--- src/verilog/spf_pkg.sv ---
// shared constants and types of the serial flash sleep, reset and parameter block
package spf_pkg;

    // ========================================================
    // opcodes
    localparam logic [7:0] OP_DEEP_SLEEP  = 8'hb9;
    localparam logic [7:0] OP_WAKE_ID     = 8'hab;
    localparam logic [7:0] OP_RESET_ARM   = 8'h66;
    localparam logic [7:0] OP_RESET       = 8'h99;
    localparam logic [7:0] OP_PARAM_READ  = 8'h5a;

    // ========================================================
    // serial clock counts within one frame
    localparam logic [5:0] BITS_OPCODE    = 6'h08;
    localparam logic [5:0] BITS_ADDR_DONE = 6'h20;
    localparam logic [5:0] BITS_ID_OUT    = 6'h20;
    localparam logic [5:0] BITS_PARAM_OUT = 6'h28;
    localparam logic [5:0] BIT_CNT_MAX    = 6'h3f;
    localparam logic [2:0] BIT_IN_BYTE_LAST = 3'h7;

    // ========================================================
    // internal reset time
    localparam int         CLK_PERIOD_NS  = 5;
    localparam int         RST_TIME_NS    = 1000;
    localparam int         RST_CYCLES     =
        (RST_TIME_NS + CLK_PERIOD_NS - 1) / CLK_PERIOD_NS;
    localparam logic [7:0] RST_CNT_LOAD   = 8'(RST_CYCLES - 1);

    // ========================================================
    // parameter space
    localparam int         PARAM_ADDR_W   = 11;
    localparam int         FIFO_DEPTH     = 16;
    localparam int         FIFO_WIDTH     = 8;
    localparam logic [7:0] PARAM_FILL     = 8'hff;
    localparam logic [10:0] PARAM_HDR_LEN = 11'h018;
    localparam logic [10:0] PARAM_VID_AT  = 11'h010;
    localparam logic [7:0] PARAM_HDR [0:23] = '{
        8'h53, 8'h46, 8'h44, 8'h50,
        8'h05, 8'h01, 8'h02, 8'hff,
        8'h00, 8'h00, 8'h01, 8'h10,
        8'h40, 8'h00, 8'h00, 8'hff,
        8'h00, 8'h00, 8'h01, 8'h04,
        8'hc0, 8'h00, 8'h00, 8'hff
    };

    // ========================================================
    // device mode
    typedef enum logic [2:0] {
        MODE_STANDBY = 3'b001,
        MODE_SLEEP   = 3'b010,
        MODE_RESET   = 3'b100
    } spf_mode_e;

endpackage : spf_pkg

--- src/verilog/spf_fifo.sv ---
// byte buffer between the parameter fetch and the serial shifter
`timescale 1ns/10ps
module spf_fifo #(
    parameter int WIDTH = 8,
    parameter int DEPTH = 16
) (
    // clock and reset
    input  wire logic             clock_i,
    input  wire logic             rst_b_i,
    input  wire logic             flush_i,
    // fill side
    input  wire logic             in_valid_i,
    output logic                  in_ready_o,
    input  wire logic [WIDTH-1:0] in_data_i,
    // drain side
    output logic                  out_valid_o,
    input  wire logic             out_ready_i,
    output logic      [WIDTH-1:0] out_data_o
);

    localparam int PW = $clog2(DEPTH);
    localparam int CW = $clog2(DEPTH + 1);
    localparam logic [CW-1:0] FULL = CW'(DEPTH);

    logic [WIDTH-1:0] mem [0:DEPTH-1];
    logic [PW-1:0]    wp;
    logic [PW-1:0]    rp;
    logic [CW-1:0]    cnt;
    logic [PW-1:0]    next_wp;
    logic [PW-1:0]    next_rp;
    logic [CW-1:0]    next_cnt;
    logic             next_out_valid;
    logic             push;
    logic             load;

    // ========================================================
    // pointer logic
    always_comb begin
        push           = in_valid_i && (cnt != FULL);
        load           = (!out_valid_o || out_ready_i) && (cnt != '0);
        next_wp        = push ? PW'(wp + 1'b1) : wp;
        next_rp        = load ? PW'(rp + 1'b1) : rp;
        next_cnt       = CW'(cnt + CW'(push) - CW'(load));
        next_out_valid = load ? 1'b1 : (out_ready_i ? 1'b0 : out_valid_o);
        if (flush_i) begin
            next_wp        = '0;
            next_rp        = '0;
            next_cnt       = '0;
            next_out_valid = 1'b0;
        end
    end

    always_ff @(posedge clock_i) begin
        if (!rst_b_i) begin
            wp          <= '0;
            rp          <= '0;
            cnt         <= '0;
            out_valid_o <= 1'b0;
            out_data_o  <= '0;
        end else begin
            wp          <= next_wp;
            rp          <= next_rp;
            cnt         <= next_cnt;
            out_valid_o <= next_out_valid;
            if (load) begin
                out_data_o <= mem[rp];
            end
        end
    end

    // storage has no reset; cnt guards every read
    always_ff @(posedge clock_i) begin
        if (push) begin
            mem[wp] <= in_data_i;
        end
    end

    assign in_ready_o = (cnt != FULL);

endmodule : spf_fifo

--- src/verilog/spf_top.sv ---
// command handling for deep sleep, wake with id, soft reset, parameter read
`timescale 1ns/10ps
module spf_top
    import spf_pkg::*;
#(
    // arbitrary value, stands in for the real id codes
    parameter logic [7:0] DEVICE_ID = 8'h5c,
    parameter logic [7:0] VENDOR_ID = 8'h3a
) (
    // clock and reset
    input  wire logic clock_i,
    input  wire logic rst_b_i,
    // serial pins
    input  wire logic cs_b_i,
    input  wire logic sck_i,
    input  wire logic si_i,
    output logic      so_o,
    output logic      so_oe_b_o,
    // write engine status
    input  wire logic write_busy_i,
    input  wire logic suspended_flag_i,
    // control outputs
    output logic      deep_sleep_o,
    output logic      reset_busy_o,
    output logic      reset_armed_o,
    output logic      abort_write_o,
    output logic      clear_status_o,
    output logic      data_corrupt_o
);

    // ========================================================
    // parameter space lookup
    function automatic logic [7:0] param_byte(input logic [10:0] a);
        logic [7:0] b;
        // header bytes, vendor id in the second header
        b = (a < PARAM_HDR_LEN) ? PARAM_HDR[a[4:0]] : PARAM_FILL;
        if (a == PARAM_VID_AT) begin
            b = VENDOR_ID;
        end
        return b;
    endfunction : param_byte

    // ========================================================
    // pin synchronisers: bit 1 is the first one logic may read
    logic [2:0] cs_q;
    logic [2:0] sck_q;
    logic [1:0] si_q;
    logic       cs_low, cs_rise, sck_rise, sck_fall;

    always_ff @(posedge clock_i) begin
        if (!rst_b_i) begin
            cs_q  <= 3'h7;
            sck_q <= 3'h0;
            si_q  <= 2'h0;
        end else begin
            cs_q  <= {cs_q[1:0], cs_b_i};
            sck_q <= {sck_q[1:0], sck_i};
            si_q  <= {si_q[0], si_i};
        end
    end

    assign cs_low   = !cs_q[1];
    assign cs_rise  = cs_q[1] && !cs_q[2];
    assign sck_rise = cs_low && sck_q[1] && !sck_q[2];
    assign sck_fall = cs_low && !sck_q[1] && sck_q[2];

    // ========================================================
    // frame receiver
    logic [5:0]  bit_cnt, next_bit_cnt;
    logic [7:0]  rx_shift, next_rx_shift;
    logic [7:0]  opcode, next_opcode;
    logic [10:0] addr, next_addr;

    always_comb begin
        next_bit_cnt  = bit_cnt;
        next_rx_shift = rx_shift;
        next_opcode   = opcode;
        next_addr     = addr;
        if (!cs_low) begin
            next_bit_cnt = '0;
        end else if (sck_rise) begin
            next_rx_shift = {rx_shift[6:0], si_q[1]};
            next_bit_cnt  = (bit_cnt == BIT_CNT_MAX) ? bit_cnt :
                            6'(bit_cnt + 1'b1);
            if (bit_cnt == BITS_OPCODE - 1'b1) begin
                next_opcode = {rx_shift[6:0], si_q[1]};
            end
            if (bit_cnt >= BITS_OPCODE && bit_cnt < BITS_ADDR_DONE) begin
                next_addr = {addr[9:0], si_q[1]};
            end
        end
    end

    always_ff @(posedge clock_i) begin
        if (!rst_b_i) begin
            bit_cnt  <= '0;
            rx_shift <= '0;
            opcode   <= '0;
            addr     <= '0;
        end else begin
            bit_cnt  <= next_bit_cnt;
            rx_shift <= next_rx_shift;
            opcode   <= next_opcode;
            addr     <= next_addr;
        end
    end

    // ========================================================
    // mode control
    spf_mode_e  mode, next_mode;
    logic       armed, next_armed;
    logic [7:0] rst_cnt, next_rst_cnt;
    logic       next_abort, next_clear, next_corrupt;
    logic       lone_op, got_op;
    assign lone_op = (bit_cnt == BITS_OPCODE);
    assign got_op  = (bit_cnt >= BITS_OPCODE);

    always_comb begin
        next_mode    = mode;
        next_armed   = armed;
        next_rst_cnt = rst_cnt;
        next_abort   = 1'b0;
        next_clear   = 1'b0;
        next_corrupt = 1'b0;
        case (mode)
            MODE_STANDBY: begin
                if (cs_rise && got_op) begin
                    // only a lone arm opcode sets the arm; the next frame with an opcode drops it
                    next_armed = lone_op && (opcode == OP_RESET_ARM);
                    // lone opcode, acted on at rise
                    if (lone_op && opcode == OP_DEEP_SLEEP &&
                        !write_busy_i) begin
                        next_mode = MODE_SLEEP;
                    end
                    if (lone_op && opcode == OP_RESET && armed) begin
                        next_mode    = MODE_RESET;
                        next_rst_cnt = RST_CNT_LOAD;
                        next_abort   = 1'b1;
                        next_clear   = 1'b1;
                        next_corrupt = write_busy_i || suspended_flag_i;
                    end
                end
            end
            MODE_SLEEP: begin
                // id read of any length also wakes
                if (cs_rise && got_op && opcode == OP_WAKE_ID) begin
                    next_mode = MODE_STANDBY;
                end
            end
            MODE_RESET: begin
                // standby after the reset time
                // frames here are ignored, host must wait
                next_armed = 1'b0;
                if (rst_cnt == '0) begin
                    next_mode = MODE_STANDBY;
                end else begin
                    next_rst_cnt = 8'(rst_cnt - 1'b1);
                end
            end
            default: begin
                next_mode  = MODE_STANDBY;
                next_armed = 1'b0;
            end
        endcase
    end

    always_ff @(posedge clock_i) begin
        if (!rst_b_i) begin
            mode           <= MODE_STANDBY;
            armed          <= 1'b0;
            rst_cnt        <= '0;
            abort_write_o  <= 1'b0;
            clear_status_o <= 1'b0;
            data_corrupt_o <= 1'b0;
            deep_sleep_o   <= 1'b0;
            reset_busy_o   <= 1'b0;
            reset_armed_o  <= 1'b0;
        end else begin
            mode           <= next_mode;
            armed          <= next_armed;
            rst_cnt        <= next_rst_cnt;
            abort_write_o  <= next_abort;
            clear_status_o <= next_clear;
            data_corrupt_o <= next_corrupt;
            deep_sleep_o   <= (next_mode == MODE_SLEEP);
            reset_busy_o   <= (next_mode == MODE_RESET);
            reset_armed_o  <= next_armed;
        end
    end

    // ========================================================
    // byte fetch into the buffer
    logic        prod_on, next_prod_on;
    logic        prod_id, next_prod_id;
    logic [10:0] prod_addr, next_prod_addr;
    logic        fifo_in_ready, fifo_out_valid, pop;
    logic [7:0]  fifo_out_data, fifo_in_data;
    logic        id_req, param_req;
    // wake-with-id also runs from deep sleep
    assign id_req    = (opcode == OP_WAKE_ID) && got_op &&
                       (mode != MODE_RESET);
    assign param_req = (opcode == OP_PARAM_READ) &&
                       (bit_cnt >= BITS_ADDR_DONE) && (mode == MODE_STANDBY);

    always_comb begin
        next_prod_on   = prod_on;
        next_prod_id   = prod_id;
        next_prod_addr = prod_addr;
        if (!cs_low) begin
            next_prod_on = 1'b0;
        end else if (!prod_on) begin
            if (id_req || param_req) begin
                next_prod_on   = 1'b1;
                next_prod_id   = id_req;
                next_prod_addr = addr;
            end
        end else if (fifo_in_ready) begin
            // next address once a byte is queued
            next_prod_addr = 11'(prod_addr + 1'b1);
        end
    end

    always_ff @(posedge clock_i) begin
        if (!rst_b_i) begin
            prod_on   <= 1'b0;
            prod_id   <= 1'b0;
            prod_addr <= '0;
        end else begin
            prod_on   <= next_prod_on;
            prod_id   <= next_prod_id;
            prod_addr <= next_prod_addr;
        end
    end

    // id byte repeats as long as clocks come
    assign fifo_in_data = prod_id ? DEVICE_ID : param_byte(prod_addr);

    // a full buffer holds the fetch; a stalled shifter fills it
    spf_fifo #(.WIDTH (FIFO_WIDTH), .DEPTH (FIFO_DEPTH)) u_fifo (
        .clock_i     (clock_i),
        .rst_b_i     (rst_b_i),
        .flush_i     (!cs_low),
        .in_valid_i  (prod_on),
        .in_ready_o  (fifo_in_ready),
        .in_data_i   (fifo_in_data),
        .out_valid_o (fifo_out_valid),
        .out_ready_i (pop),
        .out_data_o  (fifo_out_data)
    );

    // ========================================================
    // serial shifter
    logic       tx_on, next_tx_on;
    logic [2:0] tx_cnt, next_tx_cnt;
    logic [7:0] tx_shift, next_tx_shift;
    logic       next_so, next_so_oe_b;
    logic       tx_start;
    logic [7:0] tx_byte;
    // id from the fall after clock 32 counted from one
    // parameters from the fall after clock 40
    assign tx_start = (id_req && bit_cnt == BITS_ID_OUT) ||
                      (param_req && bit_cnt == BITS_PARAM_OUT);
    // an empty buffer here would be a fetch far slower than sck
    assign tx_byte  = fifo_out_valid ? fifo_out_data : PARAM_FILL;

    always_comb begin
        next_tx_on    = tx_on;
        next_tx_cnt   = tx_cnt;
        next_tx_shift = tx_shift;
        next_so       = so_o;
        next_so_oe_b  = so_oe_b_o;
        pop           = 1'b0;
        if (!cs_low) begin
            next_tx_on   = 1'b0;
            next_tx_cnt  = '0;
            next_so      = 1'b0;
            next_so_oe_b = 1'b1;
        end else if (sck_fall && (tx_on || tx_start)) begin
            next_tx_on   = 1'b1;
            next_so_oe_b = 1'b0;
            next_tx_cnt  = 3'(tx_cnt + 1'b1);
            if (tx_cnt == '0) begin
                pop           = fifo_out_valid;
                next_so       = tx_byte[7];
                next_tx_shift = {tx_byte[6:0], 1'b0};
            end else begin
                next_so       = tx_shift[7];
                next_tx_shift = {tx_shift[6:0], 1'b0};
            end
        end
    end

    always_ff @(posedge clock_i) begin
        if (!rst_b_i) begin
            tx_on     <= 1'b0;
            tx_cnt    <= '0;
            tx_shift  <= '0;
            so_o      <= 1'b0;
            so_oe_b_o <= 1'b1;
        end else begin
            tx_on     <= next_tx_on;
            tx_cnt    <= next_tx_cnt;
            tx_shift  <= next_tx_shift;
            so_o      <= next_so;
            so_oe_b_o <= next_so_oe_b;
        end
    end

endmodule : spf_top
--- config.mk ---
export PLATFORM = sky130hd
export DESIGN_NAME = spf_top
export DESIGN_NICKNAME = d
export VERILOG_FILES = /design/src/verilog/spf_pkg.sv /design/src/verilog/spf_fifo.sv /design/src/verilog/spf_top.sv
export SDC_FILE = /design/constraint.sdc
export NUM_CORES = 1
export LEC_CHECK = 0
export ABC_CLOCK_PERIOD_IN_PS = 3800
export BUFFER_PORTS_ARGS = -buffer_cell sky130_fd_sc_hd__clkbuf_2
export CORE_ASPECT_RATIO = 1.4
export CORE_MARGIN = 3
export CORE_UTILIZATION = 45
export DETAILED_ROUTE_END_ITERATION = 10
export GPL_TIMING_DRIVEN = 0
export PLACE_DENSITY = 0.67
export SYNTH_ARGS = -nofsm -noshare
export SYNTH_HDL_FRONTEND = slang
export SYNTH_SLANG_ARGS = --single-unit
--- constraint.sdc ---
create_clock -name clock_i -period 3.8 [get_ports clock_i]
set_input_delay 0.76 -clock clock_i [delete_from_list [all_inputs] [get_ports clock_i]]
set_output_delay 0.76 -clock clock_i [all_outputs]
set_load 0.01 [all_outputs]
After elaboration in Yosys (flattened, before gate mapping)
Memory sizes are Yosys's and may differ from the RTL's. A register that Yosys moved wholly into a read port is not among the register bits.
Cells that the tools add are included.
{"block": "word_totals", "n_memories": 2, "output_inout_bits": 8, "romBits": 256, "ram_bits": 128, "input_bits": 7, "ff_bits": 97}
{"block": "classes", "eq_ne": 22, "add_sub_neg": 8, "bitwise": 6, "n_reduce_logical": 52, "muxes": 33, "n_lt_le_gt_ge": 5}
{"memory": "(name not given)", "depth": 32, "width": 8, "read_ports": 1, "rd_ports_with_merged_regs": 0, "wr": 0, "line_no": "spf_top.sv:36", "source": "b = (a < PARAM_HDR_LEN) ? PARAM_HDR[a[4:0]] : PARAM_FILL;"}
{"memory": "u_fifo.mem", "depth": 16, "width": 8, "read_ports": 1, "rd_ports_with_merged_regs": 1, "wr": 1, "line_no": "spf_fifo.sv:25", "source": "logic [WIDTH-1:0] mem [0:DEPTH-1];"}
{"operator": "$mux 8", "count": 10}
{"operator": "$mux 11", "count": 3}
{"operator": "$eq 8x8->1 const B", "count": 3}
{"operator": "$logic_and 1x1->1", "count": 22}
{"operator": "$eq 6x6->1 const B", "count": 3}
{"operator": "$eq 8x7->1 const B", "count": 2}
{"operator": "$pmux 8 s2", "count": 1}
{"operator": "$mux 3", "count": 5}
{"operator": "$reduce_and 3->1", "count": 5}
{"operator": "$ge 6x6->1 const B", "count": 2}
{"operator": "$mux 1", "count": 12}
{"operator": "$add 11x1->11 const B", "count": 1}
{"operator": "$eq 11x5->1 const B", "count": 1}
{"operator": "$lt 11x5->1 const B", "count": 1}
{"operator": "$pmux 3 s3", "count": 1}
{"operator": "$add 4x1->4 const B", "count": 2}
{"operator": "$logic_not 8->1", "count": 1}
{"operator": "$reduce_and 2->1", "count": 4}
{"operator": "$reduce_and 4->1", "count": 2}
{"operator": "$sub 8x1->8 const B", "count": 1}
{"operator": "$logic_not 1->1", "count": 7}
{"operator": "$add 6x1->6 const B", "count": 1}
{"operator": "$eq 3x2->1 const B", "count": 2}
{"operator": "$eq 3x3->1 const B", "count": 2}
{"operator": "other kinds (20)", "count": 32}

Depth between registers and ports, before layout
Gate-level depths: netlist (run 1).
{"block": "logic_depth", "depth_word": 12, "depth_mapped": 18, "mapped_depth_nobuf": 17}

Hierarchy
From an unflattened synthesis (run 1), not the netlist that was laid out.
{"block": "unflattened", "hier_cells": 815, "area_unflattened_um2": 10248.6}
{"mod": "spf_fifo", "seq_area_each_um2": 4284.1, "n_inst": 1, "area_each_um2": 6097.1, "cells_each": 323}
{"mod": "spf_top", "seq_area_each_um2": 1641.6, "n_inst": 1, "area_each_um2": 4151.5, "cells_each": 492}

Least setup slack after synthesis (run 1)
OpenSTA, ideal clock, no wires.
{"block": "synth_timing", "kind": "register to register", "startpoint": "reg u_fifo.cnt[3]", "endpoint": "reg u_fifo.cnt[4]", "synth_period_minus_slack_ps": 3041, "setup_ps": 128, "n_path_buf": 1, "t_required_ps": 3672, "setup_slack_ps": 759, "arrival_ps": 2913, "stages_incl_launch_ff": 19, "cell_sequence": "dfxtp_1 -> inv_1 -> ha_1 -> nor4b_2 -> nor3_1 -> a41oi_2 -> o31ai_4 -> buf_6 -> ha_1 -> inv_1 -> ha_1 -> inv_1 -> fa_1 -> inv_1 -> a21oi_1 -> nor2_1 -> nor2_1 -> xnor2_1 -> nor2_1"}
{"block": "synth_between", "elab_cells_between_ends": 6, "cone_classes": "2 x add/sub; 1 x eq/ne; 3 x reduce/logical"}
{"item": "from (decl)", "line_no": "spf_fifo.sv:28", "source": "logic [CW-1:0] cnt;"}
{"item": "from (signal assigned)", "line_no": "spf_fifo.sv:63", "source": "cnt <= next_cnt;"}
{"item": "$reduce_bool 5->1", "line_no": "spf_fifo.sv:40", "source": "load = (!out_valid_o || out_ready_i) && (cnt != '0);"}
{"item": "$logic_and 1x1->1", "line_no": "spf_fifo.sv:40"}
{"item": "named net u_fifo.load", "line_no": "spf_fifo.sv:34", "source": "logic load;"}
{"item": "$sub 5x1->5", "line_no": "spf_fifo.sv:43", "source": "next_cnt = CW'(cnt + CW'(push) - CW'(load));"}
The timed path passes the listed nets, and every way through them passes these cells.
A chain may end at the register's enable or synchronous reset.

Worst setup path in the final report (run 1)
{"block": "layout_timing", "startpoint": "reg mode[2]", "endpoint": "reg u_fifo.cnt[4]"}
{"block": "layout_between", "elab_chain_len": 11, "elab_cells_between_ends": 14, "cone_classes": "1 x add/sub; 2 x eq/ne; 2 x mux; 9 x reduce/logical"}
{"item": "from (decl)", "line_no": "spf_top.sv:110", "source": "spf_mode_e mode, next_mode;"}
{"item": "from (signal assigned)", "line_no": "spf_top.sv:179", "source": "mode <= next_mode;"}
{"item": "$ne 3x3->1 / $eq 3x1->1 (equally long branches)", "line_no": "spf_top.sv:201, spf_top.sv:203"}
{"item": "$logic_and 1x1->1 (on tied branches)", "line_no": "spf_top.sv:200, spf_top.sv:203"}
{"item": "$logic_and 1x1->1 (on tied branches)", "line_no": "spf_top.sv:261, spf_top.sv:262"}
{"item": "$logic_or 1x1->1 (*)", "line_no": "spf_top.sv:261", "source": "assign tx_start = (id_req && bit_cnt == BITS_ID_OUT) ||"}
{"item": "$logic_or 1x1->1 (*)", "line_no": "spf_top.sv:278", "source": "end else if (sck_fall && (tx_on || tx_start)) begin"}
{"item": "$logic_and 1x1->1 (*)", "line_no": "spf_top.sv:278"}
{"item": "$mux 1 (*)", "line_no": "spf_top.sv:278"}
{"item": "$mux 1 (*)", "line_no": "spf_top.sv:273", "source": "if (!cs_low) begin"}
{"item": "$logic_or 1x1->1 (*)", "line_no": "spf_fifo.sv:40"}
{"item": "$logic_and 1x1->1 (*)", "line_no": "spf_fifo.sv:40"}
{"item": "named net u_fifo.load", "line_no": "spf_fifo.sv:34"}
{"item": "$sub 5x1->5 (*)", "line_no": "spf_fifo.sv:43"}
Mark *: on every way through the listed nets, which the timed path passes. The rest lies on a longest branch.

==> summary.md, run 1 <==
The critical path required time is 4.19 ns, and the clock group share of total power is 46.4%. The tools report the internal power component as 4010 uW. At the later pin of the worst-skew pair, clock insertion delay measures 0.51 ns. The logs give 3.72 ns for the arrival time at the worst endpoint and 0 for the final setup violation count. Setup repair after global routing left no endpoint under its margin. For this design the static power due to leakage is 0.00373 uW. The time the worst path needs with I/O delays and setup works out to 3.33 ns. Sequential cells were found to cover 59.0% of the synthesized design area. The maximum net fanout on the critical path was 10.

STA classifies the critical path startpoint as a flip-flop. Worst slew margin relative to its limit: 18.4%. The count of flip-flops with a built-in enable after synthesis is 128, and the maximum ir drop on the vdd rail is 0.431 mV. A synthesized cell averages 12.0 sq um. Among all cell types in the netlist, the one instantiated most often is edfxtp_1.

The area fraction of the dominant cell type after synthesis was 38.3%; the clock tree skew after final layout was 0.0137 ns. Counting every sink on the clock net gives 232. The cell sitting at the root of the clock tree is a clkbuf_16.

The biggest area contributor in the post-synthesis netlist is edfxtp_1. Across the run, the number of max-cap violations was 0. Among all flip-flop cells after synthesis, the most frequent one is edfxtp_1. TritonCTS built the clock tree. After global routing the overflow that remains totals 0. The x dimension of the die is 132 microns, and the maximum operating frequency is 300 MHz. In this run, the combinational gates consume 0.6% of the power. The placeable core region is 21900 sq um. Summed over all layers, the routed wires come to 21.7 mm. Entering global routing, the biggest net connects 17 pins.

The run gives 0.878 as the routability congestion estimate. The total number of vias was 6523. The number of clock buffers added by TritonCTS is 23. The total setup buffers inserted after CTS is 0. The number of input and output port buffers inserted is 14. Counting instances in the post-synthesis netlist gives the leading cell types as edfxtp_1, dfxtp_1, nor2_1, mux2i_1, nand2_1. The number of pins exceeding their max-slew limit in the final report was 0; the number of nets in the final layout was 907.

For this run, the total global-route usage over all layers was measured as 17.9%. The critical path is of the flip-flop to flip-flop type. The number of nets still failing antenna checks after routing was 0; the pin slew with the least headroom to its limit was 1.22 ns. The proportion of power drawn by flip-flops and latches was 53.0%; the die outline height was 183 microns. Share of the clock period used by the worst path after layout: 87.6%. The post-route netlist has 11.9% of its cells at a drive strength greater than 1.

Before antenna repair, the detailed router went through 4 iterations. The gate count of the mapped netlist is 834, and the power density of the placed cells is 439 nW/um^2. The area growth from synthesis to layout was 12.3%; the net count after synthesis was 866.

The flow ran to the end, and the final reports show no timing, DRC or antenna violations. By area the synthesized netlist is led by edfxtp_1, dfxtp_1, mux2i_1. The wire length of the first global-routing pass was 34.6 mm.

The routed wire length per instance is 18.3 microns, and the share of async-settable or async-resettable flops after synthesis is 0%. Dividing the detail-routed via count by the number of cells gives 5.50. For this block, the initial DRC count from the detailed router was 382. Summed over all failing endpoints, the final setup total negative slack is 0 ns. In this run, post-CTS hold repair placed 0 buffers. The starting utilization of the core area is 45.8%. The initialized floorplan defines 64 standard-cell rows. The synthesized netlist occupies a cell area of 10000 sq um. The path class of the tightest hold or removal check is flip-flop to flip-flop.

Initial antenna violation count: 0. The number of different library cells in the post-synthesis netlist came out at 72. The tools report the endpoint class of the critical path as a flip-flop. For the count of inserted antenna diode cells, the log shows 0.

Once the clock tree was built, the resizer swapped 0 gates to a different size. The tools report the final number of hold-violating endpoints as 0. In this run switching power makes up 19.1% of total power. During I/O placement, the number of pins put on the boundary was 15.

The tools report the count of yosys warnings during synthesis as 0. In the routed design, unresolved DRC markers number 0. The H-tree level count was 1. The via count of the first global-routing pass is 6452, and the die outline area is 24200 sq um.

The total chip power is 4960 uW. The run gives 15.0 mm as the HPWL after detailed placement. Synthesis inferred 232 register bits. The maximum count of clock buffers along a single path was 3; the clock edge transition at the registers on the reported setup and hold paths was 0.06 ns. The switching power summed over all nets is 947 uW.
-- final timing paths --
path | from | end | slack, ns | depth (start not counted)
max | mode[2]$_SDFF_PN0_ | u_fifo.cnt[4]$_SDFF_PP0_ | 0.47 | 16
min | si_q[0]$_SDFF_PN0_ | si_q[1]$_SDFF_PN0_ | 0.44 | 1
max reg2reg | mode[2]$_SDFF_PN0_ | u_fifo.cnt[4]$_SDFF_PP0_ | 0.47 | 16
min reg2reg | si_q[0]$_SDFF_PN0_ | si_q[1]$_SDFF_PN0_ | 0.44 | 1
-- through the flow --
| stage | setup slack, ns | util (%) | hold WS [ns] | instances | instance area, sq um |
|---|---|---|---|---|---|
| 2_1_floorplan | 0.759 | - | 0.386 | 834 | 10000 |
| 3_3_place_gp | 0.359 | 47.8 | 0.424 | 1145 | 10500 |
| 3_5_place_dp | 0.279 | 48.0 | 0.401 | 1147 | 10500 |
| 4_1_cts | 0.281 | 51.4 | 0.418 | 1187 | 11300 |
| 5_1_grt | 0.113 | 51.4 | 0.427 | 1187 | 11300 |
| 6_report | 0.470 | 51.4 | 0.437 | 1187 | 11300 |
-- routing by layer --
layer | share of wire (%) | up-vias | wire length (microns) | track usage, %
met4 | 4.8 | 0 | 1050 | 8.19
met5 | 0 | - | 0 | 0
met1 | 41 | 3171 | 8820 | 21.3
met2 | 51 | 157 | 11000 | 32.3
li1 | - | 3136 | - | -
met3 | 3.8 | 59 | 831 | 2.41
-- layout by cell type, fill, tap and decap left out, types with 7 or more instances in the layout --
cell	count
edfxtp_1	128
dfxtp_1	104
nor2_1	101
mux2i_1	58
nand2_1	50
a21oi_1	49
inv_1	29
clkbuf_1	29
ha_1	24
clkbuf_16	23
nor3_1	20
o21ai_0	16
mux4_2	16
clkbuf_2	15
nand2b_1	14
a221oi_1	13
and2_1	12
nand4_1	11
xnor2_1	11
buf_2	10
nand3b_1	10
nor2b_1	9
o211ai_1	9
nand3_1	8
xor2_1	8
a211oi_1	7
-- area by class of cell --
type	count	area, sq um
well taps	297	372
plain buffers	44	209
repair buffers	16	92.6
clock buffers	29	598
inverters	32	120
fillers	1966	10700
clock inverters	11	155
flip-flops and latches	232	5930
multi-input cells	526	3810
-- kinds of logic (layout without fill, tap and decap cells) --
kind of cell	count (synthesis)	after routing	synth area share, %
AND/OR/NAND/NOR	270	270	13.7
flip-flops	232	232	59.0
AO/OA/AOI/OAI	137	137	9.68
buffers and inverters	76	132	3.28
multiplexers	75	75	9.51
adder cells (fa/ha/maj)	25	25	3.19
XOR/XNOR	19	19	1.66
-- flip-flops by register name, indices dropped and copies added, names as in the netlist, 6 cells and up --
register	count
rst_cnt	8
prod_addr	11
rx_shift	7
tx_shift	7
addr	11
opcode	8
bit_cnt	6
u_fifo.mem	128
u_fifo.out_data_o	8
-- critical path: stages (launching register included) --
cell and delay, ns:
dfxtp_1 0.36, nor3b_4 0.31, and4_4 0.33, a31oi_4 0.11, o31ai_4 0.51, buf_6 0.24
ha_1 0.24, inv_1 0.05, ha_1 0.15, inv_1 0.05, fa_1 0.40, inv_1 0.07
a21oi_1 0.05, nor2_1 0.08, nor2_1 0.05, xnor2_1 0.14, nor2_1 0.05
-- power groups by stage --
| stage | combinational (uW) | clock (uW) | sequential (uW) |
|---|---|---|---|
| 2_1_floorplan | 17.1 | 0 | 2680 |
| 3_3_place_gp | 31.0 | 0 | 2680 |
| 3_5_place_dp | 31.0 | 0 | 2680 |
| 4_1_cts | 31.4 | 2350 | 2620 |
| 5_1_grt | 33.5 | 2450 | 2620 |
| 6_report | 30.5 | 2300 | 2630 |
Power figures use the tool's default switching activity.
==> run 2, diff against run 1 <==
--- a/config.mk
+++ b/config.mk
@@ -6,13 +6,13 @@
 export NUM_CORES = 1
 export LEC_CHECK = 0
 export ABC_CLOCK_PERIOD_IN_PS = 3800
-export BUFFER_PORTS_ARGS = -buffer_cell sky130_fd_sc_hd__clkbuf_2
 export CORE_ASPECT_RATIO = 1.4
 export CORE_MARGIN = 3
-export CORE_UTILIZATION = 45
+export CORE_UTILIZATION = 35
 export DETAILED_ROUTE_END_ITERATION = 10
+export DONT_BUFFER_PORTS = 1
 export GPL_TIMING_DRIVEN = 0
-export PLACE_DENSITY = 0.67
+export PLACE_DENSITY = 0.56
 export SYNTH_ARGS = -nofsm -noshare
 export SYNTH_HDL_FRONTEND = slang
 export SYNTH_SLANG_ARGS = --single-unit
==> run 2 against run 1 <==
Compared with the run above:
- flip-flop and latch count stayed put
- non-clock buffer count is 13 lower
- clock power is 2% higher
- critical endpoint unchanged
- cell count is 5.4% higher
- wire length is 5.1% higher
- clock-buffer cell count is 4 higher
- critical path depth is 2 higher
- worst hold slack worse by 0.11 ns
==> summary.md, run 2 (synthesis results as in run 1) <==
The flow ran to the end, and the final reports show no timing, DRC or antenna violations. The initial antenna violation count is 0 (unchanged), and the number of input and output port buffers inserted is 0 (-14). The routability congestion estimate was 0.878 (unchanged); the layout cell share with drive strength beyond 1 was 11.6% (-0.33 points). TritonCTS built the clock tree.

The tools report the count of inserted antenna diode cells as 0 (unchanged). The switching share of total power was 19.8% (+0.70 points). The cell family contributing the most delay on the critical path is adder cells. For the utilization of the core after routing, the log shows 40.6% (-11 points).

For the arrival time at the worst endpoint, the log shows 3.83 ns (+0.11 ns). X dimension of the die: 149 microns (+13%). The H-tree level count was 1 (unchanged); the number of fill cells was 2672 (+36%). In this run the worst hold path is classified as input pin to flip-flop.

The largest incremental delay on the critical path was 0.49 ns (-0.02 ns); the remaining global-route overflow was 0 (unchanged). u_fifo.mem holds more flip-flops than any other register. The pin count of the biggest net entering global routing is 17 (unchanged). The run gives 0 ns (unchanged) as the final-layout setup total negative slack.

The worst slew margin relative to its limit is 11.7% (-6.6 points). The worst hold slack is 0.327 ns (-0.109 ns), and the global routing usage summed across all routing layers is 14.8% (-3.1 points). The pre-CTS worst setup slack came out at 0.311 ns (+0.0326 ns).

The share of the clock period used by the worst path after layout was 90.8% (+3.1 points). The placeable core region came out at 27900 sq um (+27%). The tools report the clock tree skew after final layout as 0.0210 ns (+0.00726 ns). The worst setup path is of the flip-flop to flip-flop kind.

For the worst path setup slack after routing, the log shows 0.351 ns (-0.118 ns). Setup repair after global routing left no endpoint under its margin. The die outline area is 30800 sq um (+27%). The die outline height is 206 microns (+13%), and the final setup violation count is 0 (unchanged). The final number of hold-violating endpoints was 0 (unchanged).

The tools report the number of buffers inserted by hold repair at cts as 0 (unchanged). The clock edge transition at the registers on the reported setup and hold paths was 0.06 ns (about the same); the proportion of power drawn by flip-flops and latches was 52.5% (-0.5 points). The post-detailed-route via-to-cell ratio was 5.09 (-7.3%); the final wirelength was 22.8 mm (+5.1%). The flip-flop count of the largest register after layout was 128 (unchanged); the clock latency of the later-clocked register in the worst-skew pair was 0.52 ns (about the same). The tools report the wire length of the first global-routing pass as 35.6 mm (+2.9%).

The run gives 28.4% (-4.0 points) as the global-route met2 utilization. The global-route track usage on met3 is 2.19% (-0.22 points), and the clock group share of total power is 47.0% (+0.6 points). The number of cells upsized or downsized after cts was 0 (unchanged). Most common library cell in the layout ignoring fill and taps: edfxtp_1. The run gives 232 (unchanged) as the count of clock tree sinks. The number of rows created at floorplan was 72 (+13%). The tools report the total number of vias as 6371 (-2.3%). The HPWL after detailed placement is 15.9 mm (+6.0%), and the number of pins exceeding their max-slew limit in the final report is 0 (unchanged). Kind of launch point of the worst setup path: a flip-flop.

Leaving out fill and tap cells, the most frequent cells in the layout are edfxtp_1, dfxtp_1, nor2_1. The routed wire length per instance was 18.2 microns (-0.25%); the total setup buffers inserted after CTS was 0 (unchanged). The run gives 349 (-8.6%) as the count of routing violations after the opening detailed-route iteration.

The internal power component was 4010 uW (about the same). The worst setup path is captured at a flip-flop. Walking the worst path, the cells encountered are inv_1 > ha_1 > nor4b_2 > nor3_1 > a41oi_2 > o31ai_4 > buf_6 > ha_1 > inv_1 > ha_1 > inv_1 > fa_1 > inv_1 > a21oi_1 > nor2_1 > nor2_1 > xnor2_1 > nor2_1. The logs give 0 (unchanged) for the number of max-cap violations and 0.355 mV (-18%) for the maximum ir drop on the vdd rail. The logs give 36.0% (-9.8 points) for the starting utilization of the core area and 3 (unchanged) for the maximum count of clock buffers along a single path. Among all stages on the critical path, the largest delay is contributed by nor4b_2. The tools report the top-level I/O count as 15 (unchanged).

The cell sitting at the root of the clock tree is a clkbuf_16. The area growth from synthesis to layout was 13.0%; the via count of the first global-routing pass was 6415 (-0.57%). The pin slew with the least headroom to its limit was 1.31 ns (+0.0919 ns); the maximum net fanout on the critical path was 10 (unchanged). Number of CTS-inserted buffers: 24 (+4.3%).

The largest registers in the layout are u_fifo.mem: 128 flops, addr: 11 flops, prod_addr: 11 flops. The logs give 290 MHz (-3.4%) for the maximum operating frequency and 0.6% (about the same) for the combinational fraction of design power. Critical path required time: 4.18 ns (about the same). The cell with the most instances on the worst path was inv_1. The met1 demand-to-capacity share in global routing was 16.5% (-4.8 points); the number of nets in the final layout was 895 (-1.3%).

The sum of buffers and inverters on the critical path works out to 5 (+1). The number of nets still failing antenna checks after routing is 0 (unchanged). Power density of the placed cells: 441 nW/um^2 (+0.34%).

The global routing stage identified its most utilized layer as met2. The time the worst path needs with I/O delays and setup is 3.45 ns (+0.118 ns), and the number of search-and-repair iterations in the first detailed-routing pass is 5 (+1). The static leakage was 0.00370 uW (-0.75%). The switching power summed over all nets is 991 uW (+4.7%), and the DRC violations left is 0 (unchanged).
==> run 2: per-layer routing <==
metal  up-vias  routed length, microns
met1      3118                    9210
met5         -                       0
met3        36                     801
li1       3119                       -
met2        98                   12100
met4         0                     638
==> run 2: final cells by class <==
type / count / area (sq um) / share of cell area [%]
well taps: 370 / 463 / 4.08
multi-input cells: 526 / 3810 / 33.5
inverters: 32 / 120 / 1.06
plain buffers: 44 / 209 / 1.84
clock buffers: 33 / 717 / 6.32
repair buffers: 3 / 27.5 / 0.242
flip-flops and latches: 232 / 5930 / 52.2
clock inverters: 11 / 83.8 / 0.738
==> run 2: per-stage QoR <==
stage | power [uW] | cell area (sq um) | instances
floorplan | 2700 | 10000 | 834
global placement | 2710 | 10500 | 1204
detailed placement | 2710 | 10500 | 1206
CTS | 5070 | 11300 | 1250
global route | 5150 | 11400 | 1251
finish | 5000 | 11400 | 1251
==> run 2: path summary, 6_finish.rpt <==
check	from	end	slack (ns)	cells after the start
min	rst_b_i	cs_q[0]$_SDFF_PN1_	0.33	1
max	u_fifo.cnt[2]$_SDFF_PP0_	u_fifo.cnt[4]$_SDFF_PP0_	0.35	18
max reg2reg	u_fifo.cnt[2]$_SDFF_PP0_	u_fifo.cnt[4]$_SDFF_PP0_	0.35	18
min reg2reg	si_q[0]$_SDFF_PN0_	si_q[1]$_SDFF_PN0_	0.45	1
==> run 2: power by group through the flow <==
stage	logic [uW]	clock network [uW]	registers, uW
finish	27.6	2350	2630
global route	30.9	2500	2620
floorplan	17.1	0	2680
CTS	28.6	2420	2620
detailed placement	28.4	0	2680
global placement	28.5	0	2680
==> run 3, diff against run 2 <==
--- a/config.mk
+++ b/config.mk
@@ -11,7 +11,6 @@
 export CORE_UTILIZATION = 35
 export DETAILED_ROUTE_END_ITERATION = 10
 export DONT_BUFFER_PORTS = 1
-export GPL_TIMING_DRIVEN = 0
 export PLACE_DENSITY = 0.56
 export SYNTH_ARGS = -nofsm -noshare
 export SYNTH_HDL_FRONTEND = slang
==> run 3 against run 2 <==
Compared with the run above:
- flip-flop and latch count did not move
- cell count fell by 2.6%
- core utilization shrank 0.45 points
- clock power about the same
- die area stayed put
- via count shrank 1.4%
- sequential power hardly changed
- wire length is 3.2% lower
- clock skew rose by 0.0024 ns
- worst hold slack better by 0.011 ns
- critical path type unchanged
- largest power group unchanged
- highest routed layer unchanged
==> summary.md, run 3 (synthesis results as in run 1) <==
The run finished with clean final reports. The pin slew with the least headroom to its limit was 1.13 ns (-0.187 ns). The maximum ir drop on the vdd rail is 0.324 mV (-8.7%), and the remaining global-route overflow is 0 (unchanged). The clock group share of total power is 46.7% (-0.3 points). The number of input and output port buffers inserted came out at 0 (unchanged). For the global routing usage summed across all routing layers, the log shows 14.4% (-0.38 points). The logs give 0 (unchanged) for the final setup violation count and 52.8% (+0.3 points) for the proportion of power drawn by flip-flops and latches.

The post-detailed-route via-to-cell ratio is 5.15 (+1.2%). The tools report the final number of hold-violating endpoints as 0 (unchanged). The DRC violations left came out at 0 (unchanged). Total instance count after detailed placement: 1178 (-2.3%). The power density of the placed cells came out at 442 nW/um^2 (+0.36%).

The count of clock tree sinks came out at 232 (unchanged). The number of stages on the worst setup path is 15 (-3). The starting utilization of the core area came out at 36.0% (unchanged). The time the worst path needs with I/O delays and setup was 3.51 ns (+0.0567 ns). The maximum net fanout on the critical path was 18 (+8). The critical path required time was 4.18 ns (about the same); the HPWL after detailed placement was 14.7 mm (-8.0%). The maximum operating frequency is 285 MHz (-1.6%), and the number of pins exceeding their max-slew limit in the final report is 0 (unchanged).

The slowest cell on the critical path was o31ai_4. The x dimension of the die was 149 microns (unchanged). Setup repair after global routing left no endpoint under its margin. The routed wire length per instance was 18.1 microns (-0.66%). The setup slack on the worst flop-to-flop path came out at 0.29 ns (-0.06 ns). The flip-flop count of the largest register after layout is 128 (unchanged), and the clock tree skew after final layout is 0.0234 ns (+0.00237 ns). Routability congestion estimate: 0.823 (-6.3%). The via count of the first global-routing pass was 6205 (-3.3%); the number of cells on the worst hold path was 1 (unchanged). Maximum count of clock buffers along a single path: 3 (unchanged). The number of search-and-repair iterations in the first detailed-routing pass came out at 5 (unchanged).

The most common library cell in the layout ignoring fill and taps is edfxtp_1. The run gives 35.0 mm (-1.7%) as the wire length of the first global-routing pass. The run gives 0 (unchanged) as the number of nets still failing antenna checks after routing. The worst setup path is captured at a flip-flop. The logs give 0.00361 uW (-2.4%) for the static leakage and 978 uW (-1.2%) for the switching power summed over all nets. The tools report the H-tree level count as 1 (unchanged).

Largest register by flop count: u_fifo.mem. The tools report the worst hold path startpoint as rst_b_i. Final wirelength: 22.1 mm (-3.2%). Walking the worst path, the cells encountered are nor3b_4 > and4_4 > a31oi_4 > o31ai_4 > ha_1 > inv_1 > ha_1 > inv_1 > fa_1 > inv_1 > a21oi_1 > nor2_1 > nor2_1 > xnor2_1 > nor2_1. The clock latency of the later-clocked register in the worst-skew pair came out at 0.52 ns (about the same). The layout cell share with drive strength beyond 1 works out to 11.4% (-0.15 points). The count of inserted antenna diode cells was 0 (unchanged); the die outline area was 30800 sq um (unchanged). For the internal power component, the log shows 3990 uW (-0.63%). The number of max-cap violations was 0 (unchanged); the number of buffers inserted by hold repair at cts was 0 (unchanged). The run gives 15 (unchanged) as the top-level I/O count.

The tools report the final cell count without fillers as 1219 (-2.6%). The arrival time at the worst endpoint is 3.89 ns (+0.06 ns). The tools report the number of cells upsized or downsized after cts as 0 (unchanged). Sum of buffers and inverters on the critical path: 3 (-2). By startpoint and endpoint, the worst setup path is classified as flip-flop to flip-flop.

The share of the clock period used by the worst path after layout was 92.2% (+1.5 points). Broken down by cell family, the worst path's largest delay share belongs to adder cells. The worst reg2reg path depth came out at 15 (-3). The class of the tightest hold or removal check was input pin to flip-flop.

The tools report the pin count of the biggest net entering global routing as 62 (+45). The worst hold path terminates at cs_q[0]$_SDFF_PN1_. TritonCTS built the clock tree. For the number of CTS-inserted buffers, the log shows 24 (unchanged). Area growth from synthesis to layout: 11.7%. The number of rows created at floorplan came out at 72 (unchanged).

Kind of launch point of the worst setup path: a flip-flop. For the initial antenna violation count, the log shows 0 (unchanged). Number of nets in the final layout: 866 (-3.2%).

Clock tree synthesis selected as its root buffer the cell clkbuf_16. The tools report the count of routing violations after the opening detailed-route iteration as 386 (+11%). The worst register-to-register path ends at u_fifo.cnt[4]$_SDFF_PP0_. The tools report the placeable core region as 27900 sq um (unchanged). The run gives 0 (unchanged) as the total setup buffers inserted after CTS. The switching share of total power came out at 19.7% (-0.097 points).

In the layout the commonest cells are edfxtp_1, dfxtp_1, nor2_1. The combinational fraction of design power is 0.4% (-0.2 points). The worst slew margin relative to its limit was 24.5% (+13 points). In this run the critical register-to-register path is launched from mode[2]$_SDFF_PN0_. The largest registers in the layout are u_fifo.mem: 128 flops, addr: 11 flops, prod_addr: 11 flops. The largest incremental delay on the critical path was 0.75 ns (+0.26 ns); the die outline height was 206 microns (unchanged). The clock edge transition at the registers on the reported setup and hold paths came out at 0.06 ns (about the same). The logs give 6280 (-1.4%) for the total number of vias and 0 ns (unchanged) for the final-layout setup total negative slack.
-- run 3: changes by cell type in the layout (fill, tap and decap cells not counted), moves of 2 or more --
cell / delta
clkbuf_8: -4
clkbuf_1: -23
buf_1: -4
buf_2: -11
clkbuf_16: -2
clkinvlp_2: +4
buf_6: -4
buf_4: +14
clkinv_2: -5
bufinv_16: +2
-- run 3: power by group through the flow --
stage	combinational [uW]	sequential, uW	clock [uW]
3_3_place_gp	22.1	2680	0
4_1_cts	22.0	2620	2380
6_report	21.5	2620	2320
2_1_floorplan	17.1	2680	0
5_1_grt	23.8	2620	2490
3_5_place_dp	21.9	2680	0
-- run 3: worst register-to-register path, stage by stage (launching register included) --
cell and delay (ns):
dfxtp_1 0.36, nor3b_4 0.32, and4_4 0.34, a31oi_4 0.11, o31ai_4 0.75, ha_1 0.37
inv_1 0.06, ha_1 0.16, inv_1 0.06, fa_1 0.40, inv_1 0.07, a21oi_1 0.05
nor2_1 0.09, nor2_1 0.06, xnor2_1 0.15, nor2_1 0.05
-- run 3: layout make-up --
cell class | count | area [sq um]
fillers | 2676 | 16700
clock buffers | 27 | 612
repair buffers | 18 | 135
flip-flops and latches | 232 | 5930
clock inverters | 14 | 161
multi-input cells | 526 | 3810
well taps | 370 | 463
inverters | 32 | 120
-- run 3: worst max path at each step --
| stage | from | to | slack, ns |
|---|---|---|---|
| 6_report | mode[2]$_SDFF_PN0_ | u_fifo.cnt[4]$_SDFF_PP0_ | 0.29 |
| 5_1_grt | mode[0]$_SDFF_PN1_ | u_fifo.cnt[4]$_SDFF_PP0_ | 0.03 |
| 4_1_cts | mode[2]$_SDFF_PN0_ | u_fifo.cnt[4]$_SDFF_PP0_ | 0.26 |
| 3_5_place_dp | mode[2]$_SDFF_PN0_ | u_fifo.cnt[4]$_SDFF_PP0_ | 0.27 |
| 3_3_place_gp | mode[2]$_SDFF_PN0_ | u_fifo.cnt[4]$_SDFF_PP0_ | 0.36 |
| 2_1_floorplan | u_fifo.cnt[3]$_SDFF_PP0_ | u_fifo.cnt[4]$_SDFF_PP0_ | 0.76 |
-- run 3: routing by layer --
metal | routed length (microns) | track usage, % | up-vias
met5 | 0 | 0 | -
met2 | 11100 | 25.4 | 117
met3 | 864 | 2.24 | 33
li1 | - | - | 3055
met1 | 9360 | 17.8 | 3075
met4 | 689 | 5.27 | 0
-- run 3: per-stage QoR --
stage / hold slack (ns) / setup slack, ns / total power (uW) / utilization, % / instance area, sq um
after floorplan: 0.386 / 0.759 / 2700 / - / 10000
after global placement: 0.432 / 0.355 / 2700 / 37.4 / 10500
after detailed placement: 0.405 / 0.265 / 2700 / 37.4 / 10500
after CTS: 0.318 / 0.262 / 5030 / 40.2 / 11200
after global routing: 0.319 / 0.0261 / 5130 / 40.2 / 11200
final: 0.339 / 0.295 / 4970 / 40.2 / 11200
